<file path="config.mk">
export PLATFORM = sky130hd
export DESIGN_NAME = debug_clock_gen
export DESIGN_NICKNAME = d
export VERILOG_FILES = /design/src/hw/test_point_pkg.sv /design/src/hw/debug_clock_gen.sv
export SDC_FILE = /design/constraint.sdc
export NUM_CORES = 1
export LEC_CHECK = 0
export ABC_CLOCK_PERIOD_IN_PS = 10620
export BUFFER_PORTS_ARGS = -buffer_cell sky130_fd_sc_hd__buf_2
export CAP_MARGIN = 20
export CORE_AREA = 2 2 100 102
export CTS_CLUSTER_DIAMETER = 60
export CTS_CLUSTER_SIZE = 28
export DETAILED_ROUTE_END_ITERATION = 8
export DIE_AREA = 0 0 102 104
export GPL_TIMING_DRIVEN = 0
export PLACE_DENSITY_LB_ADDON = 0.3
export SLEW_MARGIN = 15
export SYNTH_ARGS = -nofsm -noshare
export SYNTH_HDL_FRONTEND = slang
export SYNTH_SLANG_ARGS = --single-unit
</file>
<file path="constraint.sdc">
create_clock -name i_mclk -period 10.62 [get_ports i_mclk]
set_input_delay 1.062 -clock i_mclk [delete_from_list [all_inputs] [get_ports i_mclk]]
set_output_delay 1.062 -clock i_mclk [all_outputs]
set_load 0.01 [all_outputs]
</file>
<file path="src/hw/test_point_pkg.sv">
package test_point_pkg;
    // port width and capture field
    localparam int TP_WIDTH = 8;
    localparam int CAP_LO = 0;
    localparam int CAP_HI = 2;
    localparam int OPT_LO = 3;
    localparam int OPT_HI = 6;
    // capture values of the low field
    localparam logic [2:0] CAP_QUIET = 3'h0;
    localparam logic [2:0] CAP_CLOCK_DEBUG = 3'h2;
    // reset values
    localparam logic [7:0] STRAP_RESET = 8'h00;
    // clock debug frequencies in kHz against the 100 MHz master clock
    localparam int MCLK_KHZ = 100000;
    localparam int F0_KHZ = 60000;
    localparam int F1_KHZ = 30000;
    localparam int F7_KHZ = 7500;
    localparam int VAR_MIN_KHZ = 700;
    localparam int VAR_MAX_KHZ = 22500;
    // phase accumulator width for the synthesized debug clocks
    localparam int ACC_W = 24;
    // phase increments: f / fclk scaled to 2^ACC_W
    localparam logic [23:0] INC_F0 = 24'((64'(F0_KHZ) << ACC_W) / MCLK_KHZ);
    localparam logic [23:0] INC_F1 = 24'((64'(F1_KHZ) << ACC_W) / MCLK_KHZ);
    localparam logic [23:0] INC_F7 = 24'((64'(F7_KHZ) << ACC_W) / MCLK_KHZ);
    localparam logic [23:0] INC_VMIN = 24'((64'(VAR_MIN_KHZ) << ACC_W) / MCLK_KHZ);
    localparam logic [23:0] INC_VMAX = 24'((64'(VAR_MAX_KHZ) << ACC_W) / MCLK_KHZ);
    // output source selectors per pin
    typedef enum logic [2:0] {
        SRC_HIZ = 3'h0,
        SRC_LOW = 3'h1,
        SRC_HIGH = 3'h2,
        SRC_CLK_A = 3'h3,
        SRC_CLK_B = 3'h4,
        SRC_CLK_VAR = 3'h5,
        SRC_CLK_C = 3'h6,
        SRC_USER = 3'h7
    } pin_src_t;
endpackage

</file>
<file path="src/hw/debug_clock_gen.sv">
`timescale 1ns/10ps
`default_nettype none
module debug_clock_gen
    import test_point_pkg::*;
(
    input wire logic i_mclk,
    input wire logic i_reset,
    input wire logic [ACC_W-1:0] i_var_inc,
    output logic o_clk_a,
    output logic o_clk_b,
    output logic o_clk_var,
    output logic o_clk_c
);
    logic [ACC_W-1:0] acc_a_q;
    logic [ACC_W-1:0] acc_b_q;
    logic [ACC_W-1:0] acc_v_q;
    logic [ACC_W-1:0] acc_c_q;
    logic [ACC_W-1:0] var_inc_d;

    // clamp the variable clock into its allowed band
    assign var_inc_d = (i_var_inc < INC_VMIN) ? INC_VMIN :
                       (i_var_inc > INC_VMAX) ? INC_VMAX : i_var_inc;

    // phase accumulators; the msb is the clock, jitter of one master period is accepted
    always_ff @(posedge i_mclk)
    begin
        if (i_reset)
        begin
            acc_a_q <= '0;
            acc_b_q <= '0;
            acc_v_q <= '0;
            acc_c_q <= '0;
        end
        else
        begin
            acc_a_q <= acc_a_q + INC_F0;
            acc_b_q <= acc_b_q + INC_F1;
            acc_v_q <= acc_v_q + var_inc_d;
            acc_c_q <= acc_c_q + INC_F7;
        end
    end

    assign o_clk_a = acc_a_q[ACC_W-1];
    assign o_clk_b = acc_b_q[ACC_W-1];
    assign o_clk_var = acc_v_q[ACC_W-1];
    assign o_clk_c = acc_c_q[ACC_W-1];
endmodule
`default_nettype wire

</file>
After elaboration in Yosys (flattened, before gate mapping):

Cells that the tools add are included.
Widths: inputs -> output; s select.

* mux-type cells: 2
* magnitude comparators: 2
* add/subtract/negate cells: 4

Operators with widths (count)
* $mux 24: 2
* $add 24x21->24 const B: 1
* $add 24x23->24 const B: 1
* $add 24x24->24: 1
* $add 24x24->24 const B: 1
* $gt 24x22->1 const B: 1
* $lt 24x17->1 const B: 1

* output and inout port bits: 4
* word-level logic and storage cells: 12
* bits of input ports: 26
* register bits after elaboration: 96

Logic depth before layout (Yosys ltp):

Gate-level depths: netlist of run 1.

* depth after elaboration: 4
* mapped depth: 16
* depth with buffers taken out: 15

Worst setup path before layout of run 1:

No wires, ideal clock.

* path type: input -> register
* from: in i_var_inc[18]
* to: reg acc_v_q[16]
* library setup time: 0.128 ns
* path slack: 5.825 ns
* stages on the path: 15
* data required time: 10.492 ns
* path buffers: 0
* data arrival time: 4.668 ns
* cells stage by stage: or2_2 > or4b_1 > a211o_1 > nand3_1 > and2_1 > nor2_1 > and2_1 > fa_1 > a21o_1 > a221oi_1 > o211ai_1 > a311o_1 > a311oi_1 > xor2_1 > nor2_1

* cells in the longest elaborated chain, start to end: 4
* elaborated cells on any way between the ends: 5
* classes of those cells: 1 x add/sub; 2 x order compare; 2 x mux

RTL lines
* start: declaration: RTL line debug_clock_gen.sv:8 `input wire logic [ACC_W-1:0] i_var_inc,`
* $gt 24x22->1: RTL line debug_clock_gen.sv:22 `(i_var_inc > INC_VMAX) ? INC_VMAX : i_var_inc;`
* $mux 24: RTL line debug_clock_gen.sv:22
* $mux 24 *: RTL line debug_clock_gen.sv:21 `assign var_inc_d = (i_var_inc < INC_VMIN) ? INC_VMIN :`
* $add 24x24->24 *: RTL line debug_clock_gen.sv:38 `acc_v_q <= acc_v_q + var_inc_d;`
* end signal: assignment: RTL line debug_clock_gen.sv:38
* end: declaration: RTL line debug_clock_gen.sv:16 `logic [ACC_W-1:0] acc_v_q;`

Every way passes the cells marked *; elsewhere a longest branch is shown, timed or not.
A chain may end at the register's enable or synchronous reset.

Worst setup path after layout of run 1:

* from: in i_var_inc[18]
* to: reg acc_v_q[19]

The elaborated chain is that of the path after synthesis.

==> flow_summary_export.csv, run 1 <==
group,metric,value,unit
run_status,status,"finished, final reports clean",
sta,tightest_slew,0.906,ns
power,switching_power,0.000428,W
yosys,syn_avg_cell_area,8.33,µm²
cts,cts_root_buf,"clkbuf_8",
worst_setup_path,reg2reg_from,"acc_v_q[0]$_SDFF_PP0_",
worst_setup_path,crit_path_end_kind,"flip-flop",
floorplan,core,9550,µm²
cts,post_cts_buffers,0,
power,combPwrFrac,36.6,%
global_route,grt_pass1_wl,17600,µm
floorplan,die-area,10600,µm²
worst_hold_path,worstHoldStart,"acc_c_q[0]$_SDFF_PP0_",
final_layout,utilization,58.6,%
place,place_ws,5.17,ns
worst_setup_path,worstSetupStartpointType,"input pin",
worst_setup_path,reg2regPathDepth,9,
worst_setup_path,cp_slowest_cell,"or4b_1",
worst_setup_path,cp-startpoint,"i_var_inc[18]",
worst_hold_path,min_path_type,"reg2reg",
route,drc,0,
worst_setup_path,cp.arrival,5.35,ns
power,power_frac_seq,41.0,%
cts,ctsHoldBuffers,0,
global_route,grt_use_total,20.0,%
sta,fmax,0.196,GHz
global_route,grt_overflow,0,
cts,htreeDepth,3,
cts,cts_tree,"built",
worst_setup_path,crit_fanout,5,
route,num_vias,4225,
cts,clkSinkCount,94,
yosys,seq_area_frac_synth,37.1,%
sta,rsz0062_at_grt,"no",
global_route,grt_max_degree,17,
place,dp_hpwl,7520,µm
floorplan,start_util,53.1,%
yosys,synth_area_leaders,"dfxtp_1, nor2_1, xor2_1",
final_layout,diodes,0,
yosys,synth-async-reset-ratio,0,%
yosys,netlist_instances,609,
power,internal-power,0.000753,W
place,gp_congestion,0.905,
sta,finClkSkew,0.00966,ns
route,first_pass_iters,5,
floorplan,ios,30,
power,power_leakage,2.40,nW
sta,setup_viol,0,
yosys,ys_types,60,
worst_setup_path,path_depth,16,
worst_setup_path,worst_path_largest_cell_delay,0.56,ns
global_route,antenna_found_initial,0,
final_layout,layout.nets,701,
cts,cts_buffers,9,
sta,post-route-period-util,48.0,%
cts,cts_buffer_depth,2,
yosys,yosysTopAreaCellShare,37.1,%
final_layout,finalNonFillerCells,785,
floorplan,die_h,104,µm
power,p_clk_share,22.3,%
power,peakVddDrop,0.0000974,V
cts,clk_latency,0.35,ns
worst_setup_path,crit_chain,"buf_2, or2_2, or4b_1, a211o_1, nand3_1, and2_1, nor2_1, and2_1, ha_1, a21oi_1, o211ai_1, o31a_1, a21oi_1, a31oi_1, a221oi_1, mux2_2",
floorplan,chipWidth,102,µm
cts,clk_pin_slew,0.09,ns
cts,cts_resized,0,
yosys,synth_edf_count,0,
yosys,synth_area,5070,µm²
route,drt-initial-drc-count,156,
job,drv_cap,0,
place,numPortBuffers,28,
final_layout,synthToLayoutAreaGrowth,10.3,%
route,viasPerCell,5.38,
worst_hold_path,hold_depth,1,
sta,maxSlewViolCount,0,
worst_setup_path,crit_buf_inv,1,
worst_setup_path,crit_family,"compound AO/OA/AOI/OAI gates",
route,antenna_left,0,
global_route,grt_pass1_vias,3971,
sta,hold_violations,0,
yosys,synth_top_area_cell,"dfxtp_1",
power,power.density,211,nW/µm²
yosys,yosys_warnings,0,
place,placedCellCount,770,
yosys,synth_nets,662,
sta,setup_slack,5.52,ns
route,wire_per_inst,13.0,µm
yosys,ys.flop_type,"dfxtp_1",
yosys,synth_seq_cells,94,
worst_setup_path,critical_path_class,"in2reg",
power,swShare,36.3,%
sta,relSlewSlack,38.8,%
sta,min_period,5.10,ns
sta,fin_setup_tns,0,ns
floorplan,num_rows,36,
route,drt_wl_total,10200,µm
worst_setup_path,crit_required,10.87,ns
final_layout,layout-drive-gt1-share,9.66,%
==> cell families after synthesis <==
logic type,count (synthesis),synth area share (%)
AO/OA/AOI/OAI,140,18.7
multiplexers,1,0.222
AND/OR/NAND/NOR,238,22.1
flip-flops,94,37.1
other,1,0.0739
buffers and inverters,37,2.76
XOR/XNOR,71,12.3
adder cells (fa/ha/maj),27,6.81
==> sequential cells by signal, indices dropped and copies added, names as in the netlist <==
| register | cells |
|---|---|
| acc_v_q | 24 |
| acc_b_q | 22 |
| acc_c_q | 24 |
| acc_a_q | 24 |
==> power groups by stage <==
stage	sequential [W]	clock, W	combinational [W]
after CTS	0.000485	0.000269	0.000430
final	0.000484	0.000264	0.000433
after global placement	0.000487	0	0.000414
after detailed placement	0.000492	0	0.000424
after global routing	0.000494	0.000287	0.000488
after floorplan	0.000482	0	0.000348
==> synthesized netlist by cell type, types with 3 or more instances <==
cell / instances
nand4_1: 5
nor2b_1: 10
and2_1: 8
a31oi_1: 6
clkbuf_1: 17
nand2b_1: 6
a21oi_1: 48
o311ai_0: 6
nor4_1: 3
nand3_1: 15
nor3_1: 8
xor2_1: 43
dfxtp_1: 94
nor2_1: 114
nor3b_1: 3
or2_2: 6
ha_1: 26
a311o_1: 3
inv_1: 18
xnor2_1: 28
nand3b_1: 4
a31o_2: 3
o21ai_0: 23
o211ai_1: 10
nand2_1: 37
or3_1: 7
and3_1: 4
a21o_1: 13
==> layout by cell type, fill, tap and decap left out, types with 7 or more instances in the layout <==
master      n
a21o_1     13
a21oi_1    48
and2_1      8
buf_2      29
clkbuf_1   17
clkbuf_8    9
dfxtp_1    94
ha_1       26
inv_1      18
nand2_1    37
nand3_1    15
nor2_1    114
nor2b_1    10
nor3_1      8
o211ai_1   10
o21ai_0    23
or3_1       7
xnor2_1    28
xor2_1     43
==> cell type report <==
| cell class | instances | area (µm²) |
|---|---|---|
| timing repair buffer | 28 | 140 |
| clock inverter | 6 | 93.8 |
| buffer | 19 | 72.6 |
| inverter | 18 | 67.6 |
| sequential | 94 | 1880 |
| multi-input combinational | 478 | 3050 |
| fill | 870 | 3950 |
| tap | 133 | 166 |
| clock buffer | 9 | 124 |
==> final timing paths <==
kind / endpoint / slack, ns
worst max-delay path: acc_v_q[19]$_SDFF_PP0_ / 5.52
worst min-delay path: acc_c_q[0]$_SDFF_PP0_ / 0.46
worst min register to register: acc_c_q[0]$_SDFF_PP0_ / 0.46
worst max register to register: acc_v_q[16]$_SDFF_PP0_ / 7.78
==> per-layer routing <==
metal | global-route usage [%] | part of all wire (%) | vias up | wire length [µm]
met3 | 3.29 | 2.6 | 7 | 269
met5 | 0 | 0 | - | 0
met2 | 31.4 | 46 | 52 | 4720
met4 | 5.43 | 0.66 | 0 | 67
li1 | - | - | 2210 | -
met1 | 28.2 | 50 | 1956 | 5110
==> per-stage QoR <==
step,area [µm²],hold WS [ns],total power [W]
2_1_floorplan,5070,0.422,0.000830
5_1_grt,5600,0.508,0.00127
6_report,5600,0.463,0.00118
4_1_cts,5600,0.464,0.00118
3_5_place_dp,5380,0.443,0.000916
3_3_place_gp,5380,0.437,0.000901
(Power assumes the default switching activity.)
==> run 2: changes to the inputs <==
--- a/config.mk
+++ b/config.mk
@@ -5,7 +5,7 @@
 export SDC_FILE = /design/constraint.sdc
 export NUM_CORES = 1
 export LEC_CHECK = 0
-export ABC_CLOCK_PERIOD_IN_PS = 10620
+export ABC_CLOCK_PERIOD_IN_PS = 4700
 export BUFFER_PORTS_ARGS = -buffer_cell sky130_fd_sc_hd__buf_2
 export CAP_MARGIN = 20
 export CORE_AREA = 2 2 100 102
==> constraint.sdc (replaced) <==
create_clock -name i_mclk -period 4.7 [get_ports i_mclk]
set_input_delay 0.47 -clock i_mclk [delete_from_list [all_inputs] [get_ports i_mclk]]
set_output_delay 0.47 -clock i_mclk [all_outputs]
set_load 0.01 [all_outputs]
==> run 2 against run 1 <==
Effect of this change:
- combinational power grew 130%
- clock skew about the same
- flip-flop and latch count unchanged
- power is 130% higher
- via count barely moved
- count of clock-buffer cells in the layout unchanged
- die area is the same
- wire length hardly changed
- critical endpoint is now acc_v_q[16]$_SDFF_PP0_
==> flow_summary_export.csv, run 2 (synthesis gave the netlist of run 1 again) <==
group,metric,value,unit
global_route,grt_use_total,20.0,%
place,dp_hpwl,7520,µm
cts,htreeDepth,3,
place,gp_congestion,0.905,
worst_setup_path,cp-startpoint,"i_var_inc[18]",
final_layout,layout_common_cells,"nor2_1, dfxtp_1, a21oi_1",
run_status,status,"finished, final reports clean",
worst_setup_path,crit_required,4.94,ns
sta,min_period,4.44,ns
sta,post-route-period-util,94.4,%
floorplan,chipWidth,102,µm
route,num_vias,4228,
power,peakVddDrop,0.000219,V
cts,clk_latency,0.35,ns
sta,whs,0.463,ns
cts,cts_buffer_depth,2,
sta,maxSlewViolCount,0,
final_layout,fin_area,5600,µm²
route,wl_met1,5080,µm
final_layout,synthToLayoutAreaGrowth,10.4,%
worst_setup_path,critical_path_class,"in2reg",
route,drt-initial-drc-count,175,
global_route,grt_pass1_wl,17600,µm
worst_setup_path,crit_fanout,5,
global_route,grt_max_degree,17,
worst_setup_path,worst_path_largest_cell_delay,0.56,ns
job,drv_cap,0,
route,drc,0,
route,first_pass_iters,4,
sta,fin_setup_tns,0,ns
route,drt_wl_total,10200,µm
cts,cts_buffers,9,
global_route,antenna_found_initial,0,
final_layout,layout-drive-gt1-share,9.82,%
worst_setup_path,reg2reg_from,"acc_v_q[0]$_SDFF_PP0_",
floorplan,die_h,104,µm
worst_setup_path,crit_path_end_kind,"flip-flop",
final_layout,finalNonFillerCells,785,
global_route,grt_pass1_vias,3971,
worst_setup_path,reg2regPathDepth,9,
place,numPortBuffers,28,
final_layout,layout.nets,701,
cts,cts_tree,"built",
route,wire_per_inst,12.9,µm
worst_setup_path,r2r_slack,1.86,ns
global_route,grt_overflow,0,
sta,rsz0062_at_grt,"no",
cts,clk_pin_slew,0.09,ns
final_layout,reg_top3,"acc_a_q (24), acc_c_q (24), acc_v_q (24)",
worst_setup_path,reg2reg_to,"acc_v_q[16]$_SDFF_PP0_",
worst_setup_path,cp_slowest_cell,"or4b_1",
final_layout,diodes,0,
floorplan,die-area,10600,µm²
worst_setup_path,endpoint,"acc_v_q[16]$_SDFF_PP0_",
cts,clkSinkCount,94,
route,viasPerCell,5.39,
route,antenna_left,0,
sta,fmax,0.225,GHz
cts,cts_root_buf,"clkbuf_8",
sta,hold_violations,0,
route,wl_met3,289,µm
worst_setup_path,worstSetupStartpointType,"input pin",
power,power_leakage,2.40,nW
floorplan,core,9550,µm²
sta,setup_viol,0,
worst_hold_path,min_path_type,"reg2reg",
sta,relSlewSlack,38.8,%
power,power.density,476,nW/µm²
worst_setup_path,cp.arrival,4.67,ns
worst_hold_path,hold_depth,1,
cts,ctsHoldBuffers,0,
floorplan,start_util,53.1,%
sta,tightest_slew,0.906,ns
final_layout,layout_commonest_cell,"nor2_1",
place,dpl_cell_area,5380,µm²
floorplan,num_rows,36,
route,highest_layer,"met4",
final_layout,utilization,58.6,%
floorplan,ios,30,
route,wl_met2,4700,µm
worst_setup_path,crit_chain,"buf_2, or2_2, or4b_1, a211o_1, nand3_1, and2_1, nor2_1, and2_1, fa_1, a21o_1, a221oi_1, o211ai_1, a311o_1, a311oi_1, xor2_1, nor2_1",
place,placedCellCount,770,
sta,finClkSkew,0.00978,ns
-- run 2: worst min path at each step --
| stage | end | slack, ns | from |
|---|---|---|---|
| floorplan | acc_c_q[0]$_SDFF_PP0_ | 0.42 | acc_c_q[0]$_SDFF_PP0_ |
| global placement | acc_c_q[0]$_SDFF_PP0_ | 0.44 | acc_c_q[0]$_SDFF_PP0_ |
| detailed placement | acc_c_q[0]$_SDFF_PP0_ | 0.44 | acc_c_q[0]$_SDFF_PP0_ |
| CTS | acc_c_q[0]$_SDFF_PP0_ | 0.46 | acc_c_q[0]$_SDFF_PP0_ |
| global route | acc_c_q[5]$_SDFF_PP0_ | 0.51 | acc_c_q[5]$_SDFF_PP0_ |
| finish | acc_c_q[0]$_SDFF_PP0_ | 0.46 | acc_c_q[0]$_SDFF_PP0_ |
-- run 2: worst max-delay path: cells and delay by family --
family                   cells  cell delay, ns
adder cells (fa/ha/maj)      1            0.44
XOR/XNOR                     1            0.19
buffers and inverters        1            0.11
AO/OA/AOI/OAI                6            1.81
AND/OR/NAND/NOR              7            1.64
-- run 2: final cells by class --
type                       instances  area, µm²
fill                             868       3950
multi-input combinational        478       3050
sequential                        94       1880
tap                              133        166
timing repair buffer              28        140
clock buffer                       9        124
clock inverter                     6       93.8
buffer                            19       72.6
inverter                          18       67.6
-- run 2: power by group --
| part | total [W] | leakage, nW | switching, W | internal (W) |
|---|---|---|---|---|
| clock | 0.000595 | 0.112 | 0.000291 | 0.000304 |
| combinational | 0.000977 | 1.50 | 0.000551 | 0.000426 |
| sequential | 0.00109 | 0.782 | 0.000123 | 0.000971 |
| total | 0.00267 | 2.40 | 0.000966 | 0.00170 |
-- run 2: stage by stage --
stage	total power, W	setup slack (ns)
final	0.00267	0.264
after global placement	0.00204	-0.0796
after detailed placement	0.00207	-0.154
after global routing	0.00287	0.0496
after floorplan	0.00187	0.497
after CTS	0.00267	0.225
-- run 2: routing by layer --
| metal | up-vias | track usage (%) |
|---|---|---|
| met1 | 1956 | 28.2 |
| met3 | 12 | 3.29 |
| met4 | 0 | 5.43 |
| met5 | - | 0 |
| li1 | 2210 | - |
| met2 | 50 | 31.4 |
-- run 2: timing repair --
item	in CTS	in global routing
buffers inserted	0	0
endpoints found under the hold margin	0	0
gates resized for setup	0	1
endpoints found under the setup margin	0	1
==> run 3: changes to the inputs <==
--- a/config.mk
+++ b/config.mk
@@ -5,14 +5,15 @@
 export SDC_FILE = /design/constraint.sdc
 export NUM_CORES = 1
 export LEC_CHECK = 0
+export ABC_AREA = 1
 export ABC_CLOCK_PERIOD_IN_PS = 4700
 export BUFFER_PORTS_ARGS = -buffer_cell sky130_fd_sc_hd__buf_2
 export CAP_MARGIN = 20
-export CORE_AREA = 2 2 100 102
+export CORE_AREA = 2 2 148 164
 export CTS_CLUSTER_DIAMETER = 60
 export CTS_CLUSTER_SIZE = 28
 export DETAILED_ROUTE_END_ITERATION = 8
-export DIE_AREA = 0 0 102 104
+export DIE_AREA = 0 0 150 166
 export GPL_TIMING_DRIVEN = 0
 export PLACE_DENSITY_LB_ADDON = 0.3
 export SLEW_MARGIN = 15
==> run 3 against run 2 <==
Effect of this change:
- cell count grew 99%
- count of clock-buffer cells in the layout is 2 higher
- cell area is 37% higher
- flip-flop and latch count unchanged
- register-to-register slack better by 0.88 ns
- maximum frequency is 58% higher
- clock power grew 19%
- synthesized cell count up 100%
==> flow_summary_export.csv, run 3 <==
group,metric,value,unit
power,power_frac_seq,38.5,%
sta,maxSlewViolCount,0,
route,wire_per_inst,11.3,µm
power,p_clk_share,26.9,%
route,drt_wl_total,17700,µm
power,internal-power,0.00162,W
final_layout,seq_area,1880,µm²
route,viasPerCell,4.52,
sta,post-route-period-util,59.8,%
floorplan,die-area,24900,µm²
route,drc,0,
worst_setup_path,crit_family,"simple AND/OR/NAND/NOR gates",
worst_setup_path,cp_common_cell,"nand2_1",
final_layout,diodes,0,
sta,fmax,0.356,GHz
place,dp_hpwl,14100,µm
global_route,grt_pass1_wl,30200,µm
final_layout,synthToLayoutAreaGrowth,11.6,%
power,power.density,342,nW/µm²
cts,cts_buffers,9,
worst_setup_path,crit_buf_inv,3,
cts,htreeDepth,3,
yosys,synth_top_area_cell,"dfxtp_1",
sta,relSlewSlack,48.7,%
final_layout,reg_top3,"acc_a_q (24), acc_c_q (24), acc_v_q (24)",
yosys,synth_edf_count,0,
yosys,synth_nets,1271,
final_layout,layout-drive-gt1-share,7.14,%
yosys,netlist_instances,1218,
route,antenna_left,0,
place,gp_congestion,0.847,
power,power,0.00262,W
cts,post_cts_buffers,0,
floorplan,chipWidth,150,µm
floorplan,num_rows,59,
worst_setup_path,crit_fanout,10,
sta,min_period,2.81,ns
worst_hold_path,worstHoldStart,"acc_a_q[0]$_SDFF_PP0_",
yosys,ys.flop_type,"dfxtp_1",
final_layout,layout.nets,1310,
yosys,synth_seq_cells,94,
yosys,syn_avg_cell_area,5.65,µm²
job,drv_cap,0,
cts,cts_resized,0,
sta,whs,0.464,ns
final_layout,nFillCells,2657,
route,first_pass_iters,5,
worst_hold_path,hold_depth,1,
yosys,yosysTopAreaCellShare,27.3,%
cts,clkSinkCount,94,
sta,setup_slack,1.89,ns
global_route,antenna_found_initial,0,
cts,cts_root_buf,"clkbuf_16",
power,switching_power,0.00101,W
power,power_leakage,4.06,nW
sta,rsz0062_at_grt,"no",
global_route,grt_pass1_vias,6643,
yosys,seq_area_frac_synth,27.3,%
cts,ctsHoldBuffers,0,
worst_setup_path,reg2regPathDepth,10,
worst_setup_path,cp_slowest_cell,"fa_1",
worst_setup_path,crit_chain,"buf_2, a21oi_1, o211ai_1, nand2_1, nand2_1, buf_4, o21ai_0, inv_1, ha_1, fa_1, nand3_1, nand3_1, nand3_1, nand2_1, nand2_1, nand3_1, nand2_1, nor2_1",
yosys,synth_common_cells,"nand2_1, inv_1, nor2_1, dfxtp_1, a21oi_1",
worst_setup_path,worst_path_largest_cell_delay,0.49,ns
worst_setup_path,cp.arrival,3.06,ns
power,peakVddDrop,0.000184,V
worst_setup_path,reg2reg_from,"acc_v_q[0]$_SDFF_PP0_",
worst_hold_path,min_path_type,"reg2reg",
yosys,synth-async-reset-ratio,0,%
place,numPortBuffers,28,
worst_setup_path,crit_required,4.95,ns
floorplan,start_util,29.5,%
floorplan,ios,30,
worst_setup_path,r2r_slack,2.74,ns
sta,hold_violations,0,
floorplan,core,23300,µm²
final_layout,utilization,32.9,%
power,combPwrFrac,34.6,%
sta,tightest_slew,0.770,ns
worst_setup_path,critical_path_class,"in2reg",
global_route,grt_use_total,14.8,%
worst_setup_path,reg2reg_to,"acc_v_q[16]$_SDFF_PP0_",
cts,clk_latency,0.35,ns
worst_hold_path,worst_hold_path.endpoint,"acc_a_q[0]$_SDFF_PP0_",
route,drt-initial-drc-count,452,
sta,finClkSkew,0.00581,ns
run_status,status,"finished, final reports clean",
power,swShare,38.3,%
cts,clk_pin_slew,0.07,ns
yosys,ys_types,38,
yosys,yosys_warnings,0,
worst_setup_path,crit_path_end_kind,"flip-flop",
worst_setup_path,worstSetupStartpointType,"input pin",
sta,fin_setup_tns,0,ns
sta,setup_viol,0,
final_layout,multi_input_area,4080,µm²
floorplan,die_h,166,µm
yosys,synth_area,6880,µm²
yosys,synth_most_common_cell,"nand2_1",
yosys,synth_area_leaders,"dfxtp_1, nand2_1, inv_1",
route,num_vias,7070,
final_layout,layout_commonest_cell,"nand2_1",
global_route,grt_max_degree,15,
place,place_ws,1.51,ns
cts,cts_tree,"built",
global_route,grt_overflow,0,
final_layout,layout_common_cells,"nand2_1, inv_1, nor2_1",
worst_setup_path,cp-startpoint,"i_var_inc[6]",
cts,cts_buffer_depth,2,
## run 3: changes by cell type in the layout (fill, tap and decap cells not counted), moves of 28 or more
cell     before  now
a21oi_1      47   84
nand3_1      15   79
nor2_1      114  182
xnor2_1      28    0
inv_1        18  222
nand2_1      37  388
xor2_1       43    4
## run 3: cell type report
| class | count | area share [%] |
|---|---|---|
| Multi-Input combinational cell | 886 | 53.2 |
| Sequential cell | 94 | 24.5 |
| Inverter | 226 | 11.0 |
| Tap cell | 305 | 4.97 |
| Clock buffer | 11 | 3.29 |
| Timing Repair Buffer | 28 | 1.83 |
| Buffer | 12 | 0.880 |
| Clock inverter | 3 | 0.277 |
## run 3: worst max-delay path by stage
| stage | end | slack, ns | depth (start not counted) |
|---|---|---|---|
| after floorplan | acc_v_q[12]$_SDFF_PP0_ | 2.22 | 17 |
| after global placement | acc_v_q[16]$_SDFF_PP0_ | 1.55 | 18 |
| after detailed placement | acc_v_q[16]$_SDFF_PP0_ | 1.51 | 18 |
| after CTS | acc_v_q[16]$_SDFF_PP0_ | 1.88 | 18 |
| after global routing | acc_v_q[16]$_SDFF_PP0_ | 1.60 | 18 |
| final | acc_v_q[16]$_SDFF_PP0_ | 1.89 | 18 |
## run 3: power by group through the flow
stage | combinational (W) | clock [W] | sequential, W
floorplan | 0.000705 | 0 | 0.00101
global placement | 0.000897 | 0 | 0.00103
detailed placement | 0.000904 | 0 | 0.00103
CTS | 0.000910 | 0.000729 | 0.00101
global route | 0.00106 | 0.000764 | 0.00103
finish | 0.000907 | 0.000707 | 0.00101
## run 3: layer usage
layer  vias up  part of all wire (%)  track usage [%]
met4         0                   1.6             4.55
met5         -                     0                0
met2       117                    47             25.5
met3        17                   3.1             1.73
li1       3832                     -                -
met1      3104                    49             19.3
## run 3: through the flow
step                area, µm²  instances
finish                   7680       1565
global route             7680       1565
CTS                      7680       1565
detailed placement       7400       1551
global placement         7400       1551
floorplan                6880       1218
## run 3: worst reg2reg max path, cell delays in order (launching register included)
cell	delay [ns]
dfxtp_1	0.30
ha_1	0.24
fa_1	0.49
nand3_1	0.11
nand3_1	0.17
nand3_1	0.12
nand2_1	0.12
nand2_1	0.13
nand3_1	0.08
nand2_1	0.06
nor2_1	0.04
## run 3: cell families (layout without fill, tap and decap cells)
group	count (synthesis)	in the layout	share of synthesized area (%)
simple gates	704	704	42.2
buf+inv	238	280	13.3
compound gates	150	150	11.6
flops	94	94	27.3
fa+ha+maj	27	27	5.02
xor+xnor	4	4	0.509
other cells	1	1	0.0545
